==> src/hdl/psu_cfg.svh <==
// Offsets, field positions, reset values and threshold tables for the phase/lockout config bank
`ifndef PSU_CFG_SVH
`define PSU_CFG_SVH
`define PSU_CMD_SHED_THRESH   8'hDF
`define PSU_CMD_INPUT_LOCKOUT 8'hE0
`define PSU_CMD_MAX_PHASE     8'hE4
`define PSU_CMD_UV_OFFSET     8'hE6
`define PSU_CMD_PART_ID       8'hFC
`define PSU_RST_SHED_THRESH   8'h01
`define PSU_RST_INPUT_LOCKOUT 8'h01
`define PSU_RST_UV_OFFSET     8'h03
`define PSU_SINGLE_BIT        3
`define PSU_STATUS_PHASE_BIT  3
`define PSU_SINGLE_PCT        7'h0A
`define PSU_DUAL_PCT_0        7'h0F
`define PSU_DUAL_PCT_1        7'h14
`define PSU_DUAL_PCT_2        7'h19
`define PSU_DUAL_PCT_3        7'h1E
`define PSU_DUAL_PCT_HI       7'h23
`define PSU_LOCK_MV_0         14'h1194
`define PSU_LOCK_MV_1         14'h1C52
`define PSU_LOCK_MV_2         14'h2328
`define PSU_LOCK_MV_3         14'h283C
`define PSU_UV_MV_LIST        {9'h190, 9'h145, 9'h12C, 9'h0FA, 9'h0C8, 9'h096, 9'h064, 9'h032}
`endif

==> src/hdl/psu_pkg.sv <==
// Types shared by the phase/lockout config bank
package psu_pkg;
   typedef enum logic [1:0] {
      PSU_PH_ONE  = 2'h0,
      PSU_PH_TWO  = 2'h1,
      PSU_PH_FULL = 2'h3
   } psu_shed_type;
endpackage

==> src/hdl/psu_trip_calc.sv <==
// Output undervoltage trip level arithmetic
`timescale 1ns/1ps
`include "psu_cfg.svh"
module psu_trip_calc (
   // Clock and reset
   input  wire logic        ref_clk,
   input  wire logic        resetn,
   // Operands
   input  wire logic [15:0] vout_cmd_mv,
   input  wire logic [15:0] load_line_uohm,
   input  wire logic [15:0] iout_a,
   input  wire logic [2:0]  offset_sel,
   // Result
   output logic      [15:0] trip_mv
);
   localparam logic [71:0] UV_TABLE = `PSU_UV_MV_LIST;

   typedef struct packed {
      logic [15:0] trip;
   } psu_trip_state_type;

   psu_trip_state_type st_q;
   psu_trip_state_type st_d;
   logic [31:0]        drop_full;
   logic [22:0]        drop_mv;
   logic [8:0]         margin_mv;
   logic [24:0]        diff;

   always_comb begin
      // uohm * A = uV; divide by 1000 for mV
      drop_full = load_line_uohm * iout_a;
      // Drop kept wide so a large product clamps instead of wrapping
      drop_mv   = 23'(drop_full / 32'd1000);
      margin_mv = UV_TABLE[offset_sel*9 +: 9];
      diff      = {9'h000, vout_cmd_mv} - {2'h0, drop_mv} - {16'h0000, margin_mv};
      st_d      = st_q;
      st_d.trip = diff[24] ? 16'h0000 : diff[15:0];
   end

   always_ff @(posedge ref_clk or negedge resetn) begin
      if (!resetn) begin
         st_q <= '0;
      end else begin
         st_q <= st_d;
      end
   end

   assign trip_mv = st_q.trip;
endmodule

==> src/hdl/psu_cfg_regs.sv <==
// Manufacturer config bank: shedding thresholds, input lockout, phase count, UV offset, identity
//
// How it works
// - Bit 3 of the shedding register allows the two-to-one phase drop at 10% load, or forbids one phase if 0.
// - Bits 2:0 set the four-to-two drop at 15, 20, 25, 30 percent, and 35 percent for any other code.
// - Load percent is measured against four times the per-phase current limit.
// - The two-bit lockout field picks 4.5, 7.25, 9.0 or 10.3 V and resets to 01.
// - A new maximum phase count is taken while running, with no restart.
// - The phase count field holds the count minus one, up to HW_PHASES_M1 + 1 phases (four by default).
// - A count above the hardware phases is refused, status bit 3 is set and the alert asserts.
// - UV trip equals commanded voltage minus load-line drop minus the offset.
// - The three-bit offset picks 50,100,150,200,250,300,325 or 400 mV.
// - The identity command returns a fixed read-only 16-bit code.
// - Shedding only happens while the shedding enable is 1.
`timescale 1ns/1ps
`include "psu_cfg.svh"
module psu_cfg_regs #(
   parameter logic [2:0]  HW_PHASES_M1 = 3'h3,
   parameter logic [15:0] PART_ID      = 16'h5A5A // Arbitrary value
) (
   // Clock and reset
   input  wire logic        ref_clk,
   input  wire logic        resetn,
   // Command port from the bus framer
   input  wire logic        cmd_wr,
   input  wire logic        cmd_rd,
   input  wire logic [7:0]  cmd_code,
   input  wire logic [15:0] cmd_wdata,
   output logic      [15:0] cmd_rdata,
   output logic             cmd_rvalid,
   output logic             cmd_unmapped,
   // Status clear from the status command
   input  wire logic        status_clear,
   output logic      [7:0]  mfr_status,
   output logic             host_alert_output,
   // Regulator inputs
   input  wire logic        shedding_enable,
   input  wire logic [15:0] per_phase_current_limit,
   input  wire logic [15:0] load_current,
   input  wire logic [15:0] vout_cmd_mv,
   input  wire logic [15:0] load_line_uohm,
   input  wire logic [15:0] iout_a,
   // Outputs to the power stage control
   output logic      [2:0]  max_phase_m1,
   output logic      [1:0]  shed_phase_mode,
   output logic      [13:0] input_lockout_mv,
   output logic             input_undervoltage_lockout_sel_valid,
   output logic      [15:0] uv_trip_mv
);
   typedef struct packed {
      // Register fields
      logic                shed_to_single_threshold;
      logic [2:0]          shed_to_dual_threshold;
      logic [1:0]          input_lockout_select;
      logic [2:0]          phase_m1;
      logic [2:0]          undervoltage_margin_select;
      // Sticky status
      logic                phase_err;
      logic                alert;
      // Read port
      logic [15:0]         rdata;
      logic                rvalid;
      logic                unmapped;
      // Derived controls
      psu_pkg::psu_shed_type shed;
      logic [13:0]         lock_mv;
      logic                lock_valid;
      // Enable pin synchroniser
      logic                en_meta;
      logic                en_sync;
   } psu_state_type;

   psu_state_type st_q;
   psu_state_type st_d;
   logic [17:0]   full_load;
   logic [24:0]   load_x100;
   logic [6:0]    dual_pct;
   logic [24:0]   dual_lim;
   logic [24:0]   single_lim;
   logic          below_single;
   logic          below_dual;
   logic          phase_over;
   logic [15:0]   rd_word;
   logic          rd_known;

   psu_trip_calc u_trip (
      .ref_clk        (ref_clk),
      .resetn         (resetn),
      .vout_cmd_mv    (vout_cmd_mv),
      .load_line_uohm (load_line_uohm),
      .iout_a         (iout_a),
      .offset_sel     (st_q.undervoltage_margin_select),
      .trip_mv        (uv_trip_mv)
   );

   // Readback word; reserved positions stay zero
   always_comb begin
      rd_word  = 16'h0000;
      rd_known = 1'b1;
      unique case (cmd_code)
         `PSU_CMD_SHED_THRESH: begin
            rd_word[`PSU_SINGLE_BIT] = st_q.shed_to_single_threshold;
            rd_word[2:0]             = st_q.shed_to_dual_threshold;
         end
         `PSU_CMD_INPUT_LOCKOUT: rd_word[1:0] = st_q.input_lockout_select;
         `PSU_CMD_MAX_PHASE:     rd_word[2:0] = st_q.phase_m1;
         `PSU_CMD_UV_OFFSET:     rd_word[2:0] = st_q.undervoltage_margin_select;
         `PSU_CMD_PART_ID:       rd_word      = PART_ID;
         default:                rd_known     = 1'b0;
      endcase
   end

   always_comb begin
      st_d          = st_q;
      st_d.rvalid   = 1'b0;
      st_d.unmapped = 1'b0;
      full_load     = {per_phase_current_limit, 2'b00};
      load_x100     = 25'(load_current) * 25'd100;

      // Four-to-two threshold in percent
      unique case (st_q.shed_to_dual_threshold)
         3'h0: dual_pct = `PSU_DUAL_PCT_0;
         3'h1: dual_pct = `PSU_DUAL_PCT_1;
         3'h2: dual_pct = `PSU_DUAL_PCT_2;
         3'h3: dual_pct = `PSU_DUAL_PCT_3;
         default: dual_pct = `PSU_DUAL_PCT_HI;
      endcase
      dual_lim     = 25'(full_load) * 25'(dual_pct);
      single_lim   = 25'(full_load) * 25'(`PSU_SINGLE_PCT);
      below_single = load_x100 < single_lim;
      below_dual   = load_x100 < dual_lim;
      phase_over   = cmd_wdata[2:0] > HW_PHASES_M1;

      // Enable pin crosses in through two flops
      st_d.en_meta = shedding_enable;
      st_d.en_sync = st_q.en_meta;

      // Phase mode from load, only while enabled
      if (!st_q.en_sync) begin
         st_d.shed = psu_pkg::PSU_PH_FULL;
      end else if (st_q.shed_to_single_threshold && below_single) begin
         st_d.shed = psu_pkg::PSU_PH_ONE;
      end else if (below_dual) begin
         st_d.shed = psu_pkg::PSU_PH_TWO;
      end else begin
         st_d.shed = psu_pkg::PSU_PH_FULL;
      end

      // Lockout level follows the select one cycle later
      unique case (st_q.input_lockout_select)
         2'h0: st_d.lock_mv = `PSU_LOCK_MV_0;
         2'h1: st_d.lock_mv = `PSU_LOCK_MV_1;
         2'h2: st_d.lock_mv = `PSU_LOCK_MV_2;
         2'h3: st_d.lock_mv = `PSU_LOCK_MV_3;
      endcase
      st_d.lock_valid = 1'b1;

      // Clear first, so a refusal in the same cycle wins
      if (status_clear) begin
         st_d.phase_err = 1'b0;
         st_d.alert     = 1'b0;
      end

      // Commands; a write wins over a read in the same cycle
      if (cmd_wr) begin
         unique case (cmd_code)
            `PSU_CMD_SHED_THRESH: begin
               st_d.shed_to_single_threshold = cmd_wdata[`PSU_SINGLE_BIT];
               st_d.shed_to_dual_threshold   = cmd_wdata[2:0];
            end
            `PSU_CMD_INPUT_LOCKOUT: st_d.input_lockout_select = cmd_wdata[1:0];
            `PSU_CMD_MAX_PHASE: begin
               if (phase_over) begin
                  st_d.phase_err = 1'b1;
                  st_d.alert     = 1'b1;
               end else begin
                  st_d.phase_m1 = cmd_wdata[2:0];
               end
            end
            `PSU_CMD_UV_OFFSET: st_d.undervoltage_margin_select = cmd_wdata[2:0];
            `PSU_CMD_PART_ID: st_d.unmapped = 1'b0;
            default: st_d.unmapped = 1'b1;
         endcase
      end else if (cmd_rd) begin
         st_d.rvalid   = 1'b1;
         st_d.rdata    = rd_word;
         st_d.unmapped = !rd_known;
      end
   end

   // Documented register defaults, phase count field reset to 3 (four phases)
   always_ff @(posedge ref_clk or negedge resetn) begin
      if (!resetn) begin
         st_q                            <= '0;
         st_q.shed_to_single_threshold   <= 1'(`PSU_RST_SHED_THRESH >> `PSU_SINGLE_BIT);
         st_q.shed_to_dual_threshold     <= 3'(`PSU_RST_SHED_THRESH);
         st_q.input_lockout_select       <= 2'(`PSU_RST_INPUT_LOCKOUT);
         st_q.undervoltage_margin_select <= 3'(`PSU_RST_UV_OFFSET);
         st_q.phase_m1                   <= 3'h3;
         st_q.shed                       <= psu_pkg::PSU_PH_FULL;
         st_q.lock_mv                    <= `PSU_LOCK_MV_1;
      end else begin
         st_q <= st_d;
      end
   end

   // Every output is a state bit
   assign cmd_rdata         = st_q.rdata;
   assign cmd_rvalid        = st_q.rvalid;
   assign cmd_unmapped      = st_q.unmapped;
   assign mfr_status        = {4'h0, st_q.phase_err, 3'h0};
   assign host_alert_output = st_q.alert;
   assign max_phase_m1      = st_q.phase_m1;
   assign shed_phase_mode   = st_q.shed;
   assign input_lockout_mv  = st_q.lock_mv;
   assign input_undervoltage_lockout_sel_valid = st_q.lock_valid;
endmodule

==> config.mk <==
export PLATFORM = sky130hd
export DESIGN_NAME = psu_cfg_regs
export DESIGN_NICKNAME = d
export VERILOG_FILES = /design/src/hdl/psu_pkg.sv /design/src/hdl/psu_trip_calc.sv /design/src/hdl/psu_cfg_regs.sv
export VERILOG_INCLUDE_DIRS = /design/src /design/src/hdl
export SDC_FILE = /design/constraint.sdc
export NUM_CORES = 1
export LEC_CHECK = 0
export BUFFER_PORTS_ARGS = -buffer_cell sky130_fd_sc_hd__buf_2
export CORE_MARGIN = 1
export CORE_UTILIZATION = 60
export DETAILED_ROUTE_END_ITERATION = 12
export GPL_ROUTABILITY_DRIVEN = 0
export PLACE_DENSITY = 0.87
export SYNTH_ARGS = -nofsm -noshare
export SYNTH_HDL_FRONTEND = slang
export SYNTH_SLANG_ARGS = --single-unit
==> constraint.sdc <==
create_clock -name ref_clk -period 8.9 [get_ports ref_clk]
set_input_delay 1.78 -clock ref_clk [delete_from_list [all_inputs] [get_ports ref_clk]]
set_output_delay 1.78 -clock ref_clk [all_outputs]
set_load 0.005 [all_outputs]
==> results of run 1 <==
==> per-stage QoR <==
step	util	hold WS, ps
CTS	0.811	366
detailed placement	0.767	350
floorplan	-	331
global placement	0.767	335
==> layer usage <==
layer,GRT overflow,global-route usage
met3,22,0.713
met2,231,0.955
met4,119,0.822
met1,10,0.795
met5,1,0.492
==> cell families after synthesis <==
group / share of synthesized area
AOI/OAI and AO/OA: 0.211
xor gates and xnor gates: 0.0559
adders and majority gates: 0.368
buffers and inverters: 0.0953
DFF: 0.0529
muxes: 0.0179
other: 0.000308
and+or+nand+nor: 0.199
==> synthesized netlist by cell type (47+ instances only) <==
master      n  share of area
inv_1     411          0.063
buf_4      47          0.014
nand3_1    60          0.012
xnor2_1   109          0.039
clkbuf_1   66          0.010
nand2_1   335          0.052
fa_1      265           0.22
ha_1      288           0.15
a21o_1     60          0.018
and2_1    173          0.044
a21oi_1   155          0.032
nor3_1     57          0.012
o21ai_0   123          0.025
nor2_1    115          0.018
==> what timing repair did <==
item	in CTS
gates cloned	1
pin swaps	119
buffers inserted	66
gates resized for setup	215
setup endpoints to repair	16
==> impl_results.md, run 1 <==
* Worst EP kind: register input
* Number of hold buffers added after CTS at 0
* H-Tree Depth at 2
* Synth warn at 0
* Row cnt at between 70 and 80
* Die Y at 204 µm
* Starting density of the core at 0.612
* Die Wd at just over 200 µm
* Gr usage total at 0.818
* #FFs+latches synth at 51
* EDFF count, synth at 0
* Dpl hpwl at 64200 µm
* Place WS at -15450 ps
* Cells after DPL at 4207
* Synth async-reset ratio at 1.00
* Num CTS Buffers at 5
* Outcome: did not finish
* Largest net degree at the start of global routing at 52
* Ys flop type: dfrtp_1
* GRT worst endpoint: u_trip.trip_mv[9]$_DFF_PN0_/D
* # port buffers at about 150
* Distinct cells, synth at roughly 130
* Halt Reason: [ERROR GRT-0232] Routing congestion too high. Check the congestion heatmap in the GUI.
* Clock sinks at 51
* Fail Step: 5_1_grt
* Dpl cell area at 30600 µm²
* Synth Instances at 3011
* Post-synthesis sequential area ratio at 0.0529
* Total gr overflow at 383
* Syn_area_per_cell at 8.11 µm²
* Clock root cell: clkbuf_16
* Boundary pin count at 173
* Netlist Area Pre-Place at 24400 µm²
* Clk buf depth at 2
==> inputs of run 2 (changes only) <==
--- a/config.mk
+++ b/config.mk
@@ -8,10 +8,10 @@
 export LEC_CHECK = 0
 export BUFFER_PORTS_ARGS = -buffer_cell sky130_fd_sc_hd__buf_2
 export CORE_MARGIN = 1
-export CORE_UTILIZATION = 60
+export CORE_UTILIZATION = 40
 export DETAILED_ROUTE_END_ITERATION = 12
 export GPL_ROUTABILITY_DRIVEN = 0
-export PLACE_DENSITY = 0.87
+export PLACE_DENSITY_LB_ADDON = 0.15
 export SYNTH_ARGS = -nofsm -noshare
 export SYNTH_HDL_FRONTEND = slang
 export SYNTH_SLANG_ARGS = --single-unit
==> run 2 against run 1 <==
The flow now finishes, with violations (negative setup slack). Synthesized cell count stayed put. Synthesized area stayed put.
==> impl_results.md, run 2 <==
* Worst EP arrival at 23340 ps
* H-Tree Depth at 2 (unchanged)
* Setup ws final at -14220 ps
* Nets at 4502
* Die Area at 62000 µm²
* Final WL at 74000 µm
* Routed len/inst at 16.0 µm
* Syn_area_per_cell at 8.11 µm² (unchanged)
* Final setup fails at 16
* Worst Clk Skew at 7.54 ps
* CP endpoint kind: flop
* Cell mode on critical path: buf_4
* Most frequent cell after synthesis: inv_1
* Total gr overflow at 0
* Diodes inserted at 0
* Vias at between 20000 and 25000
* DRC at 0
* Synth cell count leaders: inv_1, nand2_1, ha_1
* Gr usage total at 0.237
* Slowest cell on the critical path: fa_1
* Outcome: finished with violations
* Synth area leader: fa_1
* Met2 wire length at 38500 µm
* Synth async-reset ratio at 1.00 (unchanged)
* Dpl cell area at 31200 µm² (+2.0%)
* Core Region at 60400 µm²
* First-pass GRT wire length at 124000 µm
* Distinct cells, synth at 132 (unchanged)
* Number of antenna-violating nets in the routed design at 0
* Synth-to-layout area growth at 42.4%
* Clock root cell: clkbuf_16
* Top cell type's share of synthesized area at 0.217 (unchanged)
* Uppermost layer routed: met5
* Most frequent cells in the layout: buf_4, inv_1, nand2_1
* Fin crit share at 2.60
* Fraction of layout cells with a size suffix above 1 at 0.375
* Met3 wire len at between 1500 and 2000 µm
* DR vias/cell at 5.34
* Vias in the first global route at 25747
* Boundary pin count at 173 (unchanged)
* HP Class: flop to flop
* Design Area, Final at 34800 µm²
* Hold Path Origin: st_d[0]$_DFF_PN0_
* EDFF count, synth at 0 (unchanged)
* CP max FO at 8
* Fin. max-slew vios at 0
* Commonest non-fill, non-tap cell in the layout: buf_4
* Unrepaired setup endpoints after global routing: yes
* # port buffers at 146 (unchanged)
* Wl on met1 at around 32000 µm
* Initial antenna violation count at 2
* #FFs+latches synth at 51 (unchanged)
* Synth Instances at 3011 (unchanged)
* Num CTS Buffers at 5 (unchanged)
* Synth warn at 0 (unchanged)
* Final Hold Vio Count at 0
* Largest net degree at the start of global routing at 41
* Relative slew slack at 0.381
* Violated checks: negative setup slack
* Ys flop type: dfrtp_1
* Starting DRC count in detailed routing at 1218
* MaxCap Viol Count at 0
* Crit path required time at between 9000 and 10000 ps
* Post-synthesis sequential area ratio at 0.0529 (unchanged)
* Starting density of the core at 0.404 (-0.207)
* Die Wd at 249 µm (+22%)
* Measured slew at the worst slew-check pin at 920 ps
* Clk buf depth at 2 (unchanged)
* Netlist Area Pre-Place at 24400 µm² (unchanged)
* CP Class: input pin to flop
* CTS clk-pin slew, worst paths at 70 ps
* CTS tree: yes
* Clock sinks at 51 (unchanged)
* Fin crit period at 23120 ps
* Max reg flops at 16
* Number of hold buffers added after CTS at 0 (unchanged)
* Pre-antenna DRT Iters at 5
* Worst setup SP type: input pin
* R2R Path Start: st_q[49]$_DFFE_PN0P_
* Worst skew pair latency at 290 ps
* Crit-path max cell delay at 530 ps
* Row cnt at 90 (+23%)
* Die Y at 249 µm (+22%)
* Crit. Startpoint: iout_a[6]
* Fmax at 43.2 MHz
* Dpl hpwl at 61600 µm (-4.1%)
* Top cells by area, synth: fa_1, ha_1, inv_1
## run 2: metrics by stage
| stage | utilization | hold WS (ps) | cells | setup WS [ps] | TNS [ps] |
|---|---|---|---|---|---|
| final | 0.576 | 348 | 4622 | -14220 | -227080 |
| after global routing | 0.576 | 364 | 4622 | -15160 | -241250 |
| after CTS | 0.567 | 351 | 4609 | -13810 | -219690 |
| after detailed placement | 0.517 | 336 | 4496 | -15470 | -247440 |
| after global placement | 0.517 | 339 | 4496 | -15080 | -241020 |
| after floorplan | - | 331 | 3024 | -13770 | -219400 |
## run 2: path summary, 6_finish.rpt
kind | slack, ps | cells past startpoint | end
setup / recovery | -14220 | 103 | u_trip.trip_mv[8]$_DFF_PN0_
hold / removal | 350 | 0 | st_q[0]$_DFF_PN0_
setup reg to reg | 1720 | 34 | shed_phase_mode[1]$_DFF_PN1_
hold reg to reg | 350 | 0 | st_q[0]$_DFF_PN0_
max in group asynchronous | 6750 | 2 | input_lockout_mv[12]$_DFF_PN1_
min in group asynchronous | 1350 | 1 | st_q[0]$_DFF_PN0_
## run 2: final cells by class
class	instances	area, µm²
clock buffer	6	139
sequential	51	1290
inverter	415	1570
timing repair buffer	949	7260
fill	5393	25600
tap	782	978
multi-input combinational	2417	23500
clock inverter	2	38.8
## run 2: metal layers
metal,global-route usage,vias up
li1,-,11992
met1,0.292,12061
met2,0.449,491
met3,0.00930,117
met4,0.0631,4
met5,0,-
## run 2: kinds of logic after synthesis
kind of cell,synth area share
flops,0.0529
simple gates,0.199
xor+xnor,0.0559
compound gates,0.211
mux,0.0179
other cells,0.000308
fa+ha+maj,0.368
buf+inv,0.0953
## run 2: timing repair
action,4_1_cts,5_1_grt
setup endpoints to repair,16,16
gates cloned,4,0
gates resized for setup,401,92
pin swaps,183,38
setup buffers,102,14
endpoints found under the hold margin,0,0
## run 2: worst max-delay path: cells and delay by family
family,cells,cell delay (ps)
compound gates,39,9150
simple gates,28,4800
fa+ha+maj,10,4080
buf+inv,22,2720
xor+xnor,3,490
mux,1,280
Power of run 2 is not shown: default switching activity piles up to over one toggle a cycle in this logic, so the estimate is an artifact.
